File: src/rtl/pomc_pkg.sv
// Purpose: constants for the operating mode configuration block
// Assumes: AHB-Lite word access, four ports
// Notes: byte addresses, field positions, reset values and command words
package pomc_pkg;

   // ***************************************************
   // geometry
   // ***************************************************
   localparam int NPORTS = 4;
   localparam int REG_W = 16;

   // ***************************************************
   // address map (byte addresses)
   // ***************************************************
   localparam int ADDR_GLOBAL_BIT = 7;      // 1 = global space
   localparam int ADDR_PORT_HI = 6;
   localparam int ADDR_PORT_LO = 5;
   localparam int ADDR_REG_HI = 4;
   localparam int ADDR_REG_LO = 2;
   localparam logic [2:0] PREG_CTRL = 3'h0;   // port base + 0x00
   localparam logic [2:0] PREG_EXT = 3'h1;    // port base + 0x04
   localparam logic [2:0] PREG_STAT = 3'h2;   // port base + 0x08
   localparam logic [7:0] GREG_CMD = 8'h80;
   localparam logic [7:0] GREG_MACSEL = 8'h84;
   localparam logic [7:0] GREG_BCAST = 8'h88;
   localparam logic [7:0] GREG_APPLIED = 8'h8C;

   // ***************************************************
   // field positions
   // ***************************************************
   localparam int CTRL_SRST_BIT = 15;
   localparam int CTRL_ANEG_BIT = 12;
   localparam int EXT_MACPROT_BIT = 12;
   localparam int EXT_PREF_BIT = 11;
   localparam int EXT_AMS_BIT = 10;
   localparam int EXT_MEDIA_HI = 10;
   localparam int EXT_MEDIA_LO = 8;
   localparam int MACSEL_HI = 15;
   localparam int MACSEL_LO = 14;
   localparam int STAT_MEDIA_HI = 7;
   localparam int STAT_MEDIA_LO = 6;
   localparam int BCAST_EN_BIT = 0;
   localparam int CMD_MASK_HI = 11;
   localparam int CMD_MASK_LO = 8;

   // ***************************************************
   // encodings and reset values
   // ***************************************************
   localparam logic [1:0] MACSEL_SGMII = 2'h0;
   localparam logic [1:0] MACSEL_QSGMII = 2'h1;
   localparam logic [2:0] MEDIA_1000X = 3'h2;
   localparam logic [2:0] MEDIA_100FX = 3'h3;
   localparam logic [15:0] CMD_MAC_CFG = 16'h80F0;
   localparam logic [3:0] CMD_PREFIX = 4'h8;
   localparam logic [7:0] CMD_OP_1000X = 8'hC1;
   localparam logic [7:0] CMD_OP_100FX = 8'hD1;
   localparam logic [3:0] QSGMII_PORT_MASK = 4'h1;
   localparam logic [15:0] CTRL_RST = 16'h0000;
   localparam logic [4:0] EXT_RST = 5'h00;
   localparam logic [1:0] MACSEL_RST = 2'h0;
   localparam logic [15:0] CMD_RST = 16'h0000;

endpackage

File: src/rtl/pomc_port_if.sv
// Purpose: carrier between the register front end and one port mode holder
// Assumes: single clock hclk
// Notes: strobes are one-cycle pulses from the front end
`timescale 1ns/10ps
interface pomc_port_if;
   logic wr_ctrl;
   logic rd_ctrl;
   logic wr_ext;
   logic [15:0] wdata;
   logic media_set;
   logic [2:0] media_mode;
   logic mac_clr;
   logic qsgmii;
   logic [15:0] ctrl_rd;
   logic [15:0] ext_rd;
   logic srst_pulse;
   logic app_aneg;
   logic app_macprot;
   logic [2:0] app_media;
   logic app_ams;
   logic app_pref;

   modport front (
      output wr_ctrl, rd_ctrl, wr_ext, wdata, media_set, media_mode, mac_clr, qsgmii,
      input ctrl_rd, ext_rd, srst_pulse, app_aneg, app_macprot, app_media, app_ams, app_pref
   );
   modport port (
      input wr_ctrl, rd_ctrl, wr_ext, wdata, media_set, media_mode, mac_clr, qsgmii,
      output ctrl_rd, ext_rd, srst_pulse, app_aneg, app_macprot, app_media, app_ams, app_pref
   );
endinterface // pomc_port_if

File: src/rtl/pomc_port.sv
// Purpose: per-port mode fields, software reset bit and applied mode copy
// Assumes: strobes from pomc_top, same clock
// Notes: applied copy changes only on this port's software reset
`timescale 1ns/10ps
module pomc_port #(
   parameter int PORT_IDX = 0
) (
   input wire logic hclk,
   input wire logic hresetn,
   pomc_port_if.port pif
);

   logic aneg_q;
   logic srst_q;
   logic [4:0] ext_q;          // {macprot, pref, media[2:0]}
   logic srst_pulse_q;
   logic app_aneg_q;
   logic [4:0] app_ext_q;
   logic srst_req;

   assign srst_req = pif.wr_ctrl & pif.wdata[pomc_pkg::CTRL_SRST_BIT];

   // control fields: autoneg enable and read-cleared reset bit
   always_ff @(posedge hclk or negedge hresetn) begin
      if (!hresetn) begin
         aneg_q <= pomc_pkg::CTRL_RST[pomc_pkg::CTRL_ANEG_BIT];
         srst_q <= pomc_pkg::CTRL_RST[pomc_pkg::CTRL_SRST_BIT];
      end else begin
         if (pif.wr_ctrl) begin
            aneg_q <= pif.wdata[pomc_pkg::CTRL_ANEG_BIT];
         end
         if (srst_req) begin
            srst_q <= 1'b1;                 // set wins over read clear
         end else if (pif.rd_ctrl) begin
            srst_q <= 1'b0;                 // cleared by read
         end
      end
   end

   // extended control: protocol, preference, media mode, sense enable
   always_ff @(posedge hclk or negedge hresetn) begin
      if (!hresetn) begin
         ext_q <= pomc_pkg::EXT_RST;
      end else begin
         if (pif.wr_ext) begin
            ext_q <= pif.wdata[pomc_pkg::EXT_MACPROT_BIT:pomc_pkg::EXT_MEDIA_LO];
         end else begin
            if (pif.media_set) begin
               ext_q[2:0] <= pif.media_mode;
            end
            if (pif.mac_clr) begin
               ext_q[4] <= 1'b0;                  // serial MAC needs protocol bit 0
            end
         end
      end
   end

   // apply the held fields one cycle after the software reset pulse
   always_ff @(posedge hclk or negedge hresetn) begin
      if (!hresetn) begin
         srst_pulse_q <= 1'b0;
         app_aneg_q <= pomc_pkg::CTRL_RST[pomc_pkg::CTRL_ANEG_BIT];
         app_ext_q <= pomc_pkg::EXT_RST;
      end else begin
         srst_pulse_q <= srst_req;
         if (srst_pulse_q) begin
            app_aneg_q <= aneg_q;                 // fields kept, only copied
            app_ext_q <= ext_q;
         end
      end
   end

   assign pif.ctrl_rd = {srst_q, 2'b00, aneg_q, 12'h000};
   assign pif.ext_rd = {3'b000, ext_q, 8'h00};
   assign pif.srst_pulse = srst_pulse_q;
   assign pif.app_aneg = app_aneg_q;
   assign pif.app_macprot = app_ext_q[4];
   assign pif.app_pref = app_ext_q[3];
   assign pif.app_media = app_ext_q[2:0];
   // in QSGMII only port 0 takes media sense
   assign pif.app_ams = app_ext_q[2] & (~pif.qsgmii | (PORT_IDX == 0));

endmodule // pomc_port

File: src/rtl/pomc_top.sv
// Purpose: operating mode configuration register bank with AHB-Lite slave
// Assumes: single word transfers, zero wait state, selected media fed from same clock
// Notes: mode settings reach the outputs only on a port software reset
//    port p at p*0x20: control +0x00, extended control +0x04, status +0x08
//    global: command 0x80, MAC select 0x84, broadcast 0x88, applied 0x8C
//    upper half of every word reads zero
//    reads see no wait state
//
// Operation
// global MAC interface field 15:14 selects SGMII with 00 and QSGMII with 01.
// per-port MAC protocol bit 12 of the extended control word is 0 for a serial MAC interface.
// per-port media mode field 10:8 selects 1000BASE-X with 010 and 100BASE-FX with 011.
// software sets autoneg bit 12 for 1000BASE-X partners and clears it for 100BASE-FX partners.
// writing 1 to extended control bit 10 enables automatic media sense between fiber and copper.
// extended control bit 11 holds the media preference used by automatic media sense.
// the media chosen by automatic media sense reads back in status bits 7:6.
// software writes command 0x80F0 to configure the serial MAC interface.
// command 0x8FC1 sets 1000BASE-X media on the ports whose bit in nibble 11:8 is set.
// command 0x8FD1 sets 100BASE-FX media on the ports selected by the same nibble.
// a mode change takes effect only when software sets control bit 15 as a software reset.
// reading the control word clears its software reset bit.
// with a QSGMII MAC only port 0 takes fiber and media sense configuration; the code masks only media commands and media sense to port 0.
// software gives every port the same MAC interface type.
// the MAC select field is global and every other mode field is held per port.
// with broadcast bit 0 set a per-port write reaches all ports at once.
// mode fields keep their values until rewritten or hardware reset.
//
// Our own choices: the AHB-Lite slave port and the register offsets.
`timescale 1ns/10ps
module pomc_top #(
   parameter int NPORTS = pomc_pkg::NPORTS
) (
   input wire logic hclk,
   input wire logic hresetn,
   input wire logic hsel,
   input wire logic [31:0] haddr,
   input wire logic [1:0] htrans,
   input wire logic hwrite,
   input wire logic [2:0] hsize,
   input wire logic [31:0] hwdata,
   input wire logic hready,
   output logic [31:0] hrdata,
   output logic hreadyout,
   output logic hresp,
   input wire logic [2*NPORTS-1:0] media_selected_status,
   output logic [1:0] mac_if_select,
   output logic mac_cfg_pulse,
   output logic [NPORTS-1:0] port_soft_reset,
   output logic [NPORTS-1:0] port_aneg_en,
   output logic [NPORTS-1:0] port_mac_protocol,
   output logic [3*NPORTS-1:0] port_media_mode,
   output logic [NPORTS-1:0] port_automatic_media_sense,
   output logic [NPORTS-1:0] port_media_pref
);

   // ***************************************************
   // bus front end
   // ***************************************************
   logic dph_q;
   logic wr_q;
   logic [7:0] addr_q;
   logic wr_en;
   logic rd_en;
   logic glob;
   logic [1:0] port_sel;
   logic [2:0] preg;
   logic [15:0] wd;
   logic sel_cmd;
   logic sel_macsel;
   logic sel_bcast;

   // address phase capture, any size treated as a word
   always_ff @(posedge hclk or negedge hresetn) begin
      if (!hresetn) begin
         dph_q <= 1'b0;
         wr_q <= 1'b0;
         addr_q <= 8'h00;
      end else if (hready) begin
         dph_q <= hsel & htrans[1];
         wr_q <= hwrite;
         addr_q <= {haddr[7:2], 2'b00};
      end
   end

   // data phase decode
   assign wr_en = dph_q & wr_q;
   assign rd_en = dph_q & ~wr_q;
   assign glob = addr_q[pomc_pkg::ADDR_GLOBAL_BIT];
   assign port_sel = addr_q[pomc_pkg::ADDR_PORT_HI:pomc_pkg::ADDR_PORT_LO];
   assign preg = addr_q[pomc_pkg::ADDR_REG_HI:pomc_pkg::ADDR_REG_LO];
   assign wd = hwdata[15:0];

   // zero wait states, always OKAY
   assign hreadyout = 1'b1;
   assign hresp = 1'b0;

   // global register selects
   assign sel_cmd = glob & (addr_q == pomc_pkg::GREG_CMD);
   assign sel_macsel = glob & (addr_q == pomc_pkg::GREG_MACSEL);
   assign sel_bcast = glob & (addr_q == pomc_pkg::GREG_BCAST);

   // ***************************************************
   // global registers
   // ***************************************************
   logic [1:0] macsel_q;
   logic [1:0] app_macsel_q;
   logic bcast_q;
   logic [15:0] cmd_q;
   logic mac_cfg_q;
   logic cmd_wr;
   logic cmd_media_hit;
   logic [2:0] cmd_media;
   logic [3:0] cmd_mask;
   logic qsgmii;
   logic any_srst;

   assign cmd_wr = wr_en & sel_cmd;

   // QSGMII counts only once applied
   assign qsgmii = (app_macsel_q == pomc_pkg::MACSEL_QSGMII);

   // ***************************************************
   // command decode
   // ***************************************************

   // media commands: prefix nibble and low byte
   always_comb begin
      cmd_media_hit = 1'b0;
      cmd_media = pomc_pkg::MEDIA_1000X;
      if (cmd_wr && wd[15:12] == pomc_pkg::CMD_PREFIX) begin
         if (wd[7:0] == pomc_pkg::CMD_OP_1000X) begin
            cmd_media_hit = 1'b1;
            cmd_media = pomc_pkg::MEDIA_1000X;
         end else if (wd[7:0] == pomc_pkg::CMD_OP_100FX) begin
            cmd_media_hit = 1'b1;
            cmd_media = pomc_pkg::MEDIA_100FX;
         end
      end
   end

   // port mask nibble, port 0 only with QSGMII
   always_comb begin
      cmd_mask = wd[pomc_pkg::CMD_MASK_HI:pomc_pkg::CMD_MASK_LO];
      if (qsgmii) begin
         cmd_mask = cmd_mask & pomc_pkg::QSGMII_PORT_MASK;
      end
   end

   // ***************************************************
   // global register storage
   // ***************************************************

   // global MAC select, written once for the device
   always_ff @(posedge hclk or negedge hresetn) begin
      if (!hresetn) begin
         macsel_q <= pomc_pkg::MACSEL_RST;
      end else if (wr_en && sel_macsel) begin
         macsel_q <= wd[pomc_pkg::MACSEL_HI:pomc_pkg::MACSEL_LO];
      end
   end

   // MAC select applied on any port's software reset
   always_ff @(posedge hclk or negedge hresetn) begin
      if (!hresetn) begin
         app_macsel_q <= pomc_pkg::MACSEL_RST;
      end else if (any_srst) begin
         app_macsel_q <= macsel_q;
      end
   end

   // broadcast enable for per-port writes
   always_ff @(posedge hclk or negedge hresetn) begin
      if (!hresetn) begin
         bcast_q <= 1'b0;
      end else if (wr_en && sel_bcast) begin
         bcast_q <= wd[pomc_pkg::BCAST_EN_BIT];
      end
   end

   // one-cycle pulse after a MAC configure command
   always_ff @(posedge hclk or negedge hresetn) begin
      if (!hresetn) begin
         mac_cfg_q <= 1'b0;
      end else begin
         mac_cfg_q <= cmd_wr && (wd == pomc_pkg::CMD_MAC_CFG);
      end
   end

   // command word, reads back with bit 15 clear once executed
   always_ff @(posedge hclk or negedge hresetn) begin
      if (!hresetn) begin
         cmd_q <= pomc_pkg::CMD_RST;
      end else if (cmd_wr) begin
         cmd_q <= {1'b0, wd[14:0]};
      end
   end

   // applied global outputs
   assign mac_if_select = app_macsel_q;
   assign mac_cfg_pulse = mac_cfg_q;

   // ***************************************************
   // port mode holders
   // ***************************************************
   pomc_port_if pif [NPORTS] ();
   logic [15:0] ctrl_rd [NPORTS];
   logic [15:0] ext_rd [NPORTS];
   logic [15:0] stat_rd [NPORTS];
   logic [NPORTS-1:0] srst_vec;

   genvar gi;
   generate
      for (gi = 0; gi < NPORTS; gi++) begin : g_port
         logic hit;
         logic rd_hit;
         // broadcast makes any port address reach every port
         assign hit = wr_en & ~glob & (bcast_q | (port_sel == 2'(gi)));
         assign pif[gi].wr_ctrl = hit & (preg == pomc_pkg::PREG_CTRL);
         assign pif[gi].wr_ext = hit & (preg == pomc_pkg::PREG_EXT);
         // reads reach only the addressed port
         assign rd_hit = rd_en & ~glob & (port_sel == 2'(gi));
         assign pif[gi].rd_ctrl = rd_hit & (preg == pomc_pkg::PREG_CTRL);
         assign pif[gi].wdata = wd;

         // command strobes and applied MAC type
         assign pif[gi].media_set = cmd_media_hit & cmd_mask[gi];
         assign pif[gi].media_mode = cmd_media;
         assign pif[gi].mac_clr = mac_cfg_q;
         assign pif[gi].qsgmii = qsgmii;

         pomc_port #(
            .PORT_IDX(gi)
         ) u_port (
            .hclk(hclk),
            .hresetn(hresetn),
            .pif(pif[gi])
         );

         assign ctrl_rd[gi] = pif[gi].ctrl_rd;
         assign ext_rd[gi] = pif[gi].ext_rd;
         // status: selected media, applied autoneg and applied extended bits
         assign stat_rd[gi] = {8'h00,
                               media_selected_status[2*gi+1 -: 2],
                               pif[gi].app_aneg,
                               pif[gi].app_macprot,
                               pif[gi].app_pref,
                               pif[gi].app_media};
         assign srst_vec[gi] = pif[gi].srst_pulse;

         // applied mode to the output pins
         assign port_aneg_en[gi] = pif[gi].app_aneg;
         assign port_mac_protocol[gi] = pif[gi].app_macprot;
         assign port_media_mode[3*gi+2 -: 3] = pif[gi].app_media;
         assign port_automatic_media_sense[gi] = pif[gi].app_ams;
         assign port_media_pref[gi] = pif[gi].app_pref;
      end
   endgenerate

   // ***************************************************
   // software reset fan-in
   // ***************************************************
   // any port's reset also applies the MAC select
   assign any_srst = |srst_vec;
   assign port_soft_reset = srst_vec;

   // ***************************************************
   // read data mux
   // ***************************************************
   logic [15:0] glob_rd;
   logic [15:0] port_rd;

   // global register read selection
   always_comb begin
      glob_rd = 16'h0000;
      case (addr_q)
         pomc_pkg::GREG_CMD: glob_rd = cmd_q;
         pomc_pkg::GREG_MACSEL: glob_rd = {macsel_q, 14'h0000};
         pomc_pkg::GREG_BCAST: glob_rd = {15'h0000, bcast_q};
         pomc_pkg::GREG_APPLIED: glob_rd = {app_macsel_q, 14'h0000};
         default: glob_rd = 16'h0000;
      endcase
   end

   // per-port read selection, unmapped reads zero
   always_comb begin
      port_rd = 16'h0000;
      if (port_sel < NPORTS) begin
         case (preg)
            pomc_pkg::PREG_CTRL: port_rd = ctrl_rd[port_sel];
            pomc_pkg::PREG_EXT: port_rd = ext_rd[port_sel];
            pomc_pkg::PREG_STAT: port_rd = stat_rd[port_sel];
            default: port_rd = 16'h0000;
         endcase
      end
   end

   // data only in a read data phase
   always_comb begin
      hrdata = 32'h00000000;
      if (rd_en) begin
         hrdata = {16'h0000, (glob ? glob_rd : port_rd)};
      end
   end

endmodule // pomc_top

File: config.mk
export PLATFORM = sky130hd
export DESIGN_NAME = pomc_top
export DESIGN_NICKNAME = d
export VERILOG_FILES = /design/src/rtl/pomc_pkg.sv /design/src/rtl/pomc_port_if.sv /design/src/rtl/pomc_port.sv /design/src/rtl/pomc_top.sv
export SDC_FILE = /design/constraint.sdc
export NUM_CORES = 1
export LEC_CHECK = 0
export BUFFER_PORTS_ARGS = -buffer_cell sky130_fd_sc_hd__buf_2
export CORE_MARGIN = 10
export CORE_UTILIZATION = 30
export DETAILED_ROUTE_END_ITERATION = 10
export PLACE_DENSITY = 0.51
export SLEW_MARGIN = 20
export SYNTH_ARGS = -nofsm -noshare
export SYNTH_HDL_FRONTEND = slang
export SYNTH_HIERARCHICAL = 1
export SYNTH_SLANG_ARGS = --single-unit
File: constraint.sdc
create_clock -name hclk -period 2.75 [get_ports hclk]
set_input_delay 0.4125 -clock hclk [delete_from_list [all_inputs] [get_ports hclk]]
set_output_delay 0.4125 -clock hclk [all_outputs]
set_load 0.02 [all_outputs]
; Word level (Yosys, flattened, before mapping)
; Cells that the tools add are included.
[word_totals]
ff_bits = 85
latchBits = 0
ramBits = 0
rom_bits = 0
in_bits = 82
wordCells = 163
mem_count = 0
[classes]
addsub = 0
multipliers = 0
div_mod_pow = 0
order_cmp = 1
n_eq_ne = 14
shift = 0
muxes = 41
bitwise = 48
n_reduce_logical = 19
[op_table]
columns = operator, count
row1 = two-way mux 16 bit, 8
row2 = binary-select mux 16 bit (select 2 bit), 3
row3 = case mux 16 bit (4 select lines), 1
row4 = case mux 16 bit (3 select lines), 1
row5 = bitwise AND 1 bit, 40
row6 = two-way mux 3 bit, 9
row7 = "equality test 6 bit, second input constant", 4
row8 = nonzero test 2 bit, 12
row9 = two-way mux 1 bit, 18
row10 = "equality test 16 bit, second input constant", 1
row11 = "equality test 8 bit, second input constant", 2
row12 = "equality test 2 x 1 -> 1 bit, second input constant", 2
row13 = "equality test 2 bit, second input constant", 2
row14 = "equality test 4 bit, second input constant", 1
row15 = logical AND 1 bit, 4
row16 = two-way mux 4 bit, 1
row17 = OR 1 bit, 4
row18 = OR reduction 4 bit, 1
row19 = "equality test 3 x 1 -> 1 bit, second input constant", 1
row20 = "equality test 3 x 2 -> 1 bit, second input constant", 1
row21 = "greater-or-equal comparator 3 bit, second input constant", 1
row22 = logical NOT 3 bit, 1
row23 = inverter 1 bit, 3
row24 = inverter 2 -> 3 bit, 1
row25 = logical NOT 2 bit, 1

; Logic depth before layout (Yosys ltp)
; Gate-level depths: netlist of the first run.
[logic_depth]
depth_word = 8
depth_mapped = 8
mapped_depth_nobuf = 6

; Cells and area by module
; The synthesis of the first run kept the hierarchy.
[modules_own_cells]
columns = module, n_inst, cells_per_inst, area_each_um2
row1 = pomc_top, 1, 293, 3186.8
row2 = pomc_port (g_port[1].u_port ...), 3, 67, 788.3
row3 = pomc_port (g_port[0].u_port), 1, 67, 789.5

; Least setup slack after synthesis of the first run
; OpenSTA, ideal clock, no wires.
[synth_timing]
path_type = register to output
startpoint = reg addr_q[5]
endpoint = out hrdata[12]
t_arrival_ps = 1723
required_time_ps = 2338
setup_slack_ps = 615
stages_incl_launch_ff = 6
n_path_buf = 2
cell_sequence = dfrtp_1 -> buf_2 -> buf_1 -> mux4_2 -> a22oi_1 -> nand2_1
[synth_between]
elab_chain_cells = 7
word_cells_on_any_way = 18
[synth_lines]
columns = item, line
row1 = from (decl), pomc_top.sv:61  ; logic [7:0] addr_q;
row2 = from (signal assigned), pomc_top.sv:81  ; addr_q <= {haddr[7:2], 2'b00};
row3 = inverter 2 -> 3 bit (implied by the code), "pomc_top.sv:289, pomc_top.sv:290, pomc_top.sv:291"
row4 = "binary-select mux 16 bit (select 2 bit), on equally long branches", "pomc_top.sv:291, pomc_top.sv:289, pomc_top.sv:290"
row5 = "two-way mux 16 bit, on equally long branches (2 in a row)", "pomc_top.sv:291, pomc_top.sv:289, pomc_top.sv:290"
row6 = case mux 16 bit (3 select lines), pomc_top.sv:288  ; case (preg)
row7 = two-way mux 16 bit *, pomc_top.sv:301  ; hrdata = {16'h0000, (glob ? glob_rd : port_rd)};
row8 = two-way mux 16 bit *, pomc_top.sv:300  ; if (rd_en) begin
row9 = to (decl), pomc_top.sv:42  ; output logic [31:0] hrdata,
; Every way passes the cells marked *; elsewhere a longest branch is shown, timed or not. The select of a mux whose other input is x is not followed.

; Final worst setup path of the first run
[layout_timing]
startpoint = reg addr_q[6]
endpoint = out hrdata[13]
; Same word-level chain as after synthesis.

==> flow_summary.yaml, run 1 <==
synth:
  synth.avg_cell_area_um2: 11.30
  synth_seq_cells: 85
  yosysSeqAreaShare_pct: 33.54
  synthDistinctLibCells: 50
  async_flop_share_pct: 100.0
  netlist_area_um2: 6341
  yosys_warnings: 6
  synth_edf_count: 0
  synth_flop_cell: "dfrtp_1"
  synthCells: 561
floorplan:
  dieWidth_um: 165.4
  initial_core_util_pct: 30.36
  dieArea_um2: 27350
  placement_rows: 53
  die_h_um: 165.4
  core-area_um2: 20890
  io_pins: 151
sta:
  slew_violations: 0
  fmax_mhz: 384.0
  hold_viol_final: 0
  tightest_slew_ns: 0.7784
  finalSetupTns_ns: 0
  holdWs_ns: 0.2911
  skew_ns: 0.01005
  fin_ws_ns: 0.1459
  slew_headroom_pct: 47.68
  setup_viol: 0
  rsz0062_at_grt: "no"
  finalCriticalPeriod_ns: 2.604
  fin_crit_sh_pct: 94.70
setup_path:
  start_kind: "register"
  critPathArrivalTime_ns: 2.19
  max_stage_delay_ns: 0.57
  cpMostUsedCell: "nand2_1"
  crit_type: "reg2out"
  path_cells: "nor3b_2 > and4_4 > nand2_1 > nand2_1 > buf_2"
  cp-startpoint: "addr_q[6]"
  worst_setup_path_end_kind: "output pin"
  cp.required_ns: 2.34
  cp.depth: 5
  worstPathMaxFanout: 15
  r2r_setup_slack_ns: 0.39
  reg2reg_depth: 6
  crit_buf_inv: 1
  endpoint: "hrdata[13]"
  r2r-start: "addr_q[6]"
  cp_top_family: "simple AND/OR/NAND/NOR gates"
  slowest_stage: "dfrtp_2"
  reg2reg_to: "g_port[2].u_port/ext_q[0]"
routing:
  ant_nets: 0
  vias_per_cell: 4.320
  wl_per_cell_um: 17.72
  first_iter_violations: 195
  wirelength_um: 16110
  num_vias: 3927
  drtPass1Iterations: 4
  drc_errors: 0
placement:
  place.gp.congestion: 0.8013
  preCtsSetupSlack_ns: 0.3440
  dp_hpwl_um: 12700
  port_buffers: 86
clocking:
  cts_tree: "built"
  clk_pin_slew_worst_paths_ns: 0.06
  root_buffer: "clkbuf_16"
  cts-htree-levels: 3
  cts-buffers-inserted: 9
  numClockSinks: 85
  clock_latency_ns: 0.35
  cts.path.max_buffers: 2
outcome:
  status: "finished, final reports clean"
min_path:
  hold_class: "in2reg"
grt:
  grt_overflow: 0
  met1_usage_pct: 16.37
  grt_max_degree: 42
  grt_pass1_vias: 4030
  busiest_layer: "met2"
  grt_pass1_wl_um: 24420
  track_usage_pct: 11.99
  antenna_found_initial: 0
  grt_util_met2_pct: 18.60
  use_met3_pct: 2.652
power:
  internal_power_w: 0.002326
  ir_worst_vdd_uv: 335.0
  p_sw_w: 0.0008808
  p_clk_share_pct: 39.4
  total_power_w: 0.003207
  pwr-share-seq_pct: 43.9
  power_switching_share_pct: 27.46
  power.density_nw_per_um2: 469.5
  leakage_nw: 3.264
  p_comb_share_pct: 16.7
finish:
  drive_above_1_share_pct: 36.75
  area_delta_synth_final_pct: 7.715
  final_nets: 711
  antenna_cells: 0
run:
  drv_cap: 0
power groups by stage:
stage          clock, W  combinational [W]  sequential (W)
3_5_place_dp          0           0.000528         0.00143
5_1_grt         0.00134           0.000588         0.00142
2_1_floorplan         0           0.000524         0.00140
4_1_cts         0.00129           0.000531         0.00141
3_3_place_gp          0           0.000524         0.00143
6_report        0.00126           0.000534         0.00141
synth_stat cells (2+ instances only):
cell / n / share of area [%]
nand3_1: 2 / 0.16
o21ai_0: 3 / 0.24
conb_1: 6 / 0.36
a22oi_1: 14 / 1.7
a32oi_1: 8 / 1.1
mux4_2: 31 / 11
buf_4: 148 / 18
nor4b_1: 2 / 0.28
mux2_1: 3 / 0.53
o22ai_1: 9 / 0.89
nor2b_1: 5 / 0.49
buf_2: 11 / 0.87
mux2_2: 27 / 4.8
a22o_1: 4 / 0.55
o21ai_1: 13 / 1.0
nor4_4: 2 / 0.67
a21oi_1: 3 / 0.24
nor2_1: 15 / 0.89
nand2_1: 35 / 2.1
nor4_1: 3 / 0.30
nor3_1: 3 / 0.24
buf_6: 11 / 2.0
inv_1: 8 / 0.47
mux2i_1: 33 / 5.2
buf_1: 5 / 0.30
nor3_2: 4 / 0.63
nand4b_1: 3 / 0.41
a21o_1: 4 / 0.47
dfrtp_1: 85 / 34
nor3b_1: 4 / 0.47
mux2_4: 28 / 6.6
and2_1: 9 / 0.89
clkbuf_1: 3 / 0.18
layer usage:
metal	part of all wire, %	routed length [um]
met1	47	7520
met2	47	7578
met3	5.3	850
met4	0.97	157
met5	0	0
timing repair:
action / CTS / global route
pin swaps: 0 / 1
hold endpoints to repair: 3 / 0
hold buffers: 1 / 0
setup buffers: 0 / 2
gates resized for setup: 2 / 2
setup endpoints to repair: 6 / 8
placed cells by master (no fill, tap or decap), types with 13 or more instances in the layout:
| master | synthesis | final |
|---|---|---|
| mux2_2 | 27 | 27 |
| a22oi_1 | 14 | 14 |
| nand2_1 | 35 | 35 |
| mux2i_1 | 33 | 33 |
| buf_4 | 148 | 26 |
| nor2_1 | 15 | 15 |
| mux2_4 | 28 | 28 |
| dfrtp_1 | 85 | 83 |
| conb_1 | 6 | 126 |
| buf_2 | 11 | 85 |
| o21ai_1 | 13 | 13 |
| mux4_2 | 31 | 31 |
layout make-up:
type	instances	area, um2
Clock buffer	10	239.0
Clock inverter	6	70.07
Fill cell	2147	14060
Inverter	8	30.03
Multi-Input combinational cell	410	3327
Sequential cell	85	2130
Tap cell	275	344.1
Timing Repair Buffer	115	690.7
state kept, by name, indices dropped and copies added (netlist names):
name	flops
wr_q	1
mac_cfg_pulse	1
addr_q	6
g_port.u_port/pif.srst_pulse	4
g_port.u_port/srst_q	4
macsel_q	2
dph_q	1
cmd_q	15
mac_if_select	2
g_port.u_port/pif.app_aneg	4
g_port.u_port/aneg_q	4
g_port.u_port/app_ext_q	20
g_port.u_port/ext_q	20
bcast_q	1
worst min-delay path by stage:
| stage | startpoint | endpoint | slack [ns] | depth (start not counted) |
|---|---|---|---|---|
| after floorplan | hresetn | addr_q[2] | 0.12 | 0 |
| after global placement | hresetn | g_port[2].u_port/pif.app_aneg | 0.38 | 1 |
| after detailed placement | hresetn | g_port[2].u_port/pif.app_aneg | 0.38 | 1 |
| after CTS | haddr[6] | addr_q[6] | 0.29 | 3 |
| after global routing | haddr[4] | addr_q[4] | 0.31 | 2 |
| final | haddr[6] | addr_q[6] | 0.29 | 3 |
stage by stage:
step	instances	instance area, um2	utilization (%)
finish	909	6830	32.70
global route	909	6830	32.70
CTS	907	6807	32.58
detailed placement	890	6482	31.03
global placement	890	6482	31.03
floorplan	681	6792	-
worst min-delay path, stage by stage:
cell	delay (ns)
buf_2	0.09
nand2_1	0.04
o21ai_0	0.05
logic make-up (layout without fill, tap and decap cells):
| family | after synthesis | count (layout) | synth area share [%] |
|---|---|---|---|
| flip-flops | 85 | 85 | 33.54 |
| AO/OA/AOI/OAI | 63 | 63 | 7.044 |
| AND/OR/NAND/NOR | 99 | 99 | 9.590 |
| buffers and inverters | 186 | 139 | 21.29 |
| multiplexers | 122 | 122 | 28.18 |
| other | 6 | 126 | 0.3551 |
Power figures use the tool's default switching activity.
==> run 2, diff against run 1 <==
ABC_AREA = 1   (was unset)
PLACE_DENSITY = 0.5   (was 0.51)
==> run 2 against run 1 <==
  * Die area grew 3.9%
  * Global-route usage grew 1.6 points
  * Synthesized cell count grew 80%
  * Total power grew 22%
  * Worst setup slack gained 0.059 ns
  * Highest routed layer unchanged
==> flow_summary.yaml, run 2 <==
sta:
  rsz0062_at_grt: "no"
  fmax_mhz: 392.9
  slew_violations: 0
  setup_viol: 0
  slew_headroom_pct: 58.26
  finalCriticalPeriod_ns: 2.545
  tightest_slew_ns: 0.6246
  finalSetupTns_ns: 0
  fin_crit_sh_pct: 92.54
  skew_ns: 0.007352
  hold_viol_final: 0
floorplan:
  dieWidth_um: 168.6
  core-area_um2: 21760
  dieArea_um2: 28430
  die_h_um: 168.6
  initial_core_util_pct: 30.45
  placement_rows: 54
  io_pins: 151
routing:
  first_iter_violations: 322
  drc_errors: 0
  ant_nets: 0
  vias_per_cell: 4.175
  num_vias: 5690
  drtPass1Iterations: 4
  wl_per_cell_um: 14.15
  wirelength_um: 19290
synth:
  synthTopCellsByCount: "458 x nand2_1, 152 x buf_4, 85 x dfrtp_1"
  synth_top_area_share_pct: 32.11
  netlist_area_um2: 6625
  synthDistinctLibCells: 28
  yosysMostFrequentCell: "nand2_1"
  yosys.area.top_type: "dfrtp_1"
  synthCells: 1012
  yosysSeqAreaShare_pct: 32.11
  yosys_warnings: 6
  async_flop_share_pct: 100.0
  synth.area.top_cells: "dfrtp_1 32%, nand2_1 26%, buf_4 17%"
  synth_edf_count: 0
  synth_flop_cell: "dfrtp_1"
  synth_seq_cells: 85
  synth.avg_cell_area_um2: 6.547
clocking:
  cts_tree: "built"
  clk_pin_slew_worst_paths_ns: 0.06
  cts-hold-fix-buffers: 0
  cts.path.max_buffers: 2
  root_buffer: "clkbuf_16"
  clock_latency_ns: 0.35
  numClockSinks: 85
  cts-buffers-inserted: 9
  cts-htree-levels: 3
grt:
  grt_pass1_vias: 5510
  track_usage_pct: 13.61
  grt_max_degree: 48
  antenna_found_initial: 0
  grt_overflow: 0
  grt_pass1_wl_um: 30750
placement:
  dp_hpwl_um: 14790
  port_buffers: 86
  place.gp.congestion: 0.8248
finish:
  layout_common_cells: "458 x nand2_1, 126 x conb_1, 85 x buf_2, 84 x dfrtp_1"
  area_delta_synth_final_pct: 7.082
  antenna_cells: 0
  final_common_cell: "nand2_1"
  final_nets: 1161
  drive_above_1_share_pct: 15.42
  nFillCells: 2441
  top_regs: "g_port.u_port/app_ext_q x20, g_port.u_port/ext_q x20, cmd_q x15"
setup_path:
  crit_type: "reg2out"
  slowest_stage: "dfrtp_2"
  worstPathMaxFanout: 13
  cpMostUsedCell: "nand2_1"
  max_stage_delay_ns: 0.50
  worst_setup_path_end_kind: "output pin"
  cp.required_ns: 2.34
  critPathArrivalTime_ns: 2.13
  path_cells: "clkinvlp_4 > nand2_1 > nand2_1 > nand2_1 > nand3_1 > nand2_1 > nand4_1 > nand2_1 > nor2_1 > buf_2"
  reg2reg_depth: 11
  start_kind: "register"
power:
  p_clk_share_pct: 32.0
  power_switching_share_pct: 35.67
  power.density_nw_per_um2: 552.6
  p_sw_w: 0.001398
  total_power_w: 0.003921
  leakage_nw: 4.019
  internal_power_w: 0.002522
  p_comb_share_pct: 26.4
  pwr-share-seq_pct: 41.6
  ir_worst_vdd_uv: 290.8
run:
  drv_cap: 0
outcome:
  status: "finished, final reports clean"
min_path:
  hold_class: "in2async"
## run 2: changes by cell type after synthesis, sizes merged, moves of 9 or more
cell   before  now
nor2       15   65
o22ai       9    0
nand3       2   53
mux2       58    0
and2        9    0
nand2      36  459
a22oi      14    0
mux2i      33    1
nand4       2   24
mux4       31    0
inv         8   62
o21ai      16   51
## run 2: cell families (layout without fill, tap and decap cells)
family / count (synthesis) / after routing / share of synthesized area (%)
compound gates: 62 / 62 / 4.684
other cells: 6 / 126 / 0.3399
flops: 85 / 85 / 32.11
simple gates: 610 / 610 / 38.62
mux: 1 / 1 / 0.1511
buf+inv: 248 / 199 / 24.10
## run 2: final cells by class
type / instances / area, um2 / share of cell area, %
Clock buffer: 10 / 239.0 / 3.369
Clock inverter: 5 / 60.06 / 0.8466
Inverter: 63 / 244.0 / 3.439
Multi-Input combinational cell: 799 / 3352 / 47.25
Sequential cell: 85 / 2128 / 30.00
Tap cell: 280 / 350.3 / 4.938
Timing Repair Buffer: 121 / 720.7 / 10.16
## run 2: final timing paths
| kind | startpoint | end | slack, ns |
|---|---|---|---|
| worst max-delay path | addr_q[5] | hrdata[2] | 0.21 |
| worst min-delay path | hresetn | cmd_q[2] | 0.05 |
| worst max register to register | addr_q[5] | g_port[3].u_port/ext_q[2] | 0.60 |
| worst min register to register | cmd_q[10] | cmd_q[10] | 0.48 |
| max in group asynchronous | hresetn | g_port[0].u_port/srst_q | 2.02 |
| min in group hclk | hwdata[2] | cmd_q[2] | 0.27 |
## run 2: worst max-delay path: cells and delay by family (launching register included)
family | cells | cell delay (ns)
buffers and inverters | 2 | 0.49
flip-flops | 1 | 0.50
AND/OR/NAND/NOR | 8 | 0.80
## run 2: per-layer routing
layer / GRT usage (%) / up-vias / routed length, um
met5: 0 / - / 0
met4: 4.504 / 0 / 364
met3: 2.571 / 17 / 850
met2: 23.00 / 112 / 9272
met1: 17.01 / 2564 / 8803
li1: - / 2997 / -
## run 2: metrics by stage
step	setup WS [ns]	area, um2	std cells	utilization, %	hold slack (ns)
finish	0.2050	7094	1363	32.61	0.05467
global route	0.02390	7094	1363	32.61	0.09735
CTS	0.05799	7007	1354	32.21	0.06280
detailed placement	0.4472	6708	1339	30.83	0.4455
global placement	0.4278	6708	1339	30.83	0.4515
floorplan	0.8560	7076	1132	-	0.1169
## run 2: power groups by stage
stage	registers, W	clock network [W]	logic (W)
floorplan	0.00162	0	0.000876
global placement	0.00165	0	0.00101
detailed placement	0.00165	0	0.00101
CTS	0.00163	0.00129	0.00102
global route	0.00166	0.00133	0.00118
finish	0.00163	0.00125	0.00103
## run 2: repair_timing
action                                  in CTS  in global routing
endpoints found under the setup margin       0                  8
gates resized for setup                      0                  2
setup buffers                                0                  9
==> run 3, diff against run 2 <==
MAX_ROUTING_LAYER = met4   (was unset)
PLACE_DENSITY = 0.53   (was 0.5)
SYNTH_HIERARCHICAL = unset   (was 1)
==> run 3 against run 2 <==
  * Clock skew about the same
  * Cell count decreased by 38%
  * Die area decreased by 27%
  * Flip-flop and latch count unchanged
  * Core utilization increased by 2.7 points
  * Worst setup slack improved by 0.032 ns
  * Sequential share of layout area increased by 10 points
  * First-iteration DRC count decreased by 4.0%
  * Register-to-register slack improved by 0.22 ns
  * Clock power increased by 6%
  * Worst hold slack improved by 0.0071 ns
  * Fmax increased by 1.3%
==> flow_summary.yaml, run 3 <==
placement:
  port_buffers: 86
  dp_hpwl_um: 11290
  place.gp.congestion: 0.9039
clocking:
  clk_pin_slew_worst_paths_ns: 0.06
  clock_latency_ns: 0.35
  cts.path.max_buffers: 2
  cts-htree-levels: 3
  cts-hold-fix-buffers: 0
  cts.repair.resized: 0
  root_buffer: "clkbuf_16"
  numClockSinks: 85
  cts-buffers-inserted: 9
  cts_tree: "built"
  cts_setup_buffers: 0
run:
  drv_cap: 0
finish:
  final_common_cell: "nand2_1"
  drive_above_1_share_pct: 23.30
  area_delta_synth_final_pct: 16.23
  final_nets: 738
  top_regs: "g_port.u_port.app_ext_q x20, g_port.u_port.ext_q x20, cmd_q x15"
  fin_util_pct: 35.28
  antenna_cells: 0
  layout_common_cells: "213 x nand2_1, 85 x buf_2, 84 x dfrtp_1, 44 x o21ai_0, 40 x inv_1"
floorplan:
  initial_core_util_pct: 30.36
  io_pins: 151
  placement_rows: 45
  die_h_um: 143.6
  dieWidth_um: 143.6
  core-area_um2: 15090
  dieArea_um2: 20610
sta:
  setup_viol: 0
  tightest_slew_ns: 0.7348
  fmax_mhz: 398.0
  fin_crit_sh_pct: 91.38
  rsz0062_at_grt: "no"
  holdWs_ns: 0.06180
  finalCriticalPeriod_ns: 2.513
  hold_viol_final: 0
  slew_violations: 0
  slew_headroom_pct: 50.83
  skew_ns: 0.007577
  finalSetupTns_ns: 0
synth:
  synth.area.top_cells: "dfrtp_1 46%, nand2_1 17%, buf_4 6.6%"
  synthDistinctLibCells: 33
  netlist_area_um2: 4581
  synth_top_area_share_pct: 46.44
  synth_seq_cells: 85
  synth_flop_cell: "dfrtp_1"
  yosysMostFrequentCell: "nand2_1"
  synth_edf_count: 0
  yosys.area.top_type: "dfrtp_1"
  synthTopCellsByCount: "213 x nand2_1, 85 x dfrtp_1, 44 x o21ai_0"
  synthCells: 588
  synth.avg_cell_area_um2: 7.790
  yosysSeqAreaShare_pct: 46.44
  yosys_warnings: 0
  async_flop_share_pct: 100.0
grt:
  grt_pass1_vias: 4062
  grt_overflow: 0
  track_usage_pct: 14.47
  busiest_layer: "met2"
  use_met3_pct: 3.663
  met1_usage_pct: 18.98
  grt_max_degree: 44
  grt_pass1_wl_um: 22260
  grt_util_met2_pct: 21.70
  antenna_found_initial: 0
routing:
  vias_per_cell: 4.733
  wirelength_um: 14180
  wl_per_cell_um: 16.71
  ant_nets: 0
  num_vias: 4018
  first_iter_violations: 309
  drtPass1Iterations: 5
  drc_errors: 0
min_path:
  hold_class: "in2async"
power:
  leakage_nw: 2.712
  ir_worst_vdd_uv: 312.6
  power.density_nw_per_um2: 728.5
setup_path:
  worstPathMaxFanout: 7
  cp.required_ns: 2.34
  r2r_setup_slack_ns: 0.82
  max_stage_delay_ns: 0.54
  crit_type: "reg2out"
  path_cells: "inv_2 > nor2_2 > nand2_1 > nor3_4 > a21oi_1 > nor2_1 > buf_2"
  slowest_stage: "dfrtp_1"
  critPathArrivalTime_ns: 2.10
  start_kind: "register"
  worst_setup_path_end_kind: "output pin"
outcome:
  status: "finished, final reports clean"
## run 3: critical path, delay by kind of cell (launching register included)
kind,cells,cell delay (ns)
and+or+nand+nor,4,0.80
DFF,1,0.54
buffers and inverters,2,0.30
AOI/OAI and AO/OA,1,0.11
## run 3: final cells by class
cell class                 instances  area (um2)
tap                              188       235.2
sequential                        85        2128
multi-input combinational        412        1937
inverter                          56       210.2
timing repair buffer              92       490.5
clock buffer                      10       229.0
clock inverter                     6       93.84
fill                            1657        9766
## run 3: worst paths after layout
check,cells after the start,startpoint,to
max,7,addr_q[7],hrdata[11]
min,1,hresetn,g_port[1].u_port.pif.app_aneg
max in group asynchronous,2,hresetn,g_port[0].u_port.ext_q[2]
max reg2reg,7,addr_q[7],cmd_q[12]
min in group hclk,3,haddr[5],addr_q[5]
min reg2reg,2,cmd_q[13],cmd_q[13]
## run 3: through the flow
| step | instances | power (W) | worst slack (ns) | cell area (um2) |
|---|---|---|---|---|
| after floorplan | 604 | 0.002306 | 0.8731 | 4641 |
| after global placement | 833 | 0.002561 | 0.4869 | 5000 |
| after detailed placement | 833 | 0.002582 | 0.4981 | 5000 |
| after CTS | 849 | 0.003923 | 0.09832 | 5323 |
| after global routing | 849 | 0.004116 | 0.07043 | 5324 |
| final | 849 | 0.003879 | 0.2371 | 5324 |
## run 3: cells by family (layout without fill, tap and decap cells)
kind of cell | Yosys count | in the layout | share of synthesized area (%)
buffers and inverters | 107 | 164 | 12.59
AOI/OAI and AO/OA | 84 | 84 | 10.13
and+or+nand+nor | 309 | 309 | 30.43
muxes | 1 | 1 | 0.2458
DFF | 85 | 85 | 46.44
other | 2 | 18 | 0.1640
## run 3: report_power, final
part | internal [W] | leakage (nW) | switching [W]
sequential | 0.00150 | 0.970 | 0.000215
combinational | 0.000271 | 1.59 | 0.000561
clock | 0.000804 | 0.154 | 0.000523
total | 0.00258 | 2.71 | 0.00130
## run 3: layer usage
metal | routed length, um | part of all wire, % | vias to the layer above
met2 | 6317 | 45 | 135
met4 | 237 | 1.7 | 0
met3 | 1024 | 7.2 | 18
met5 | 0 | 0 | -
met1 | 6606 | 47 | 1903
li1 | - | - | 1962
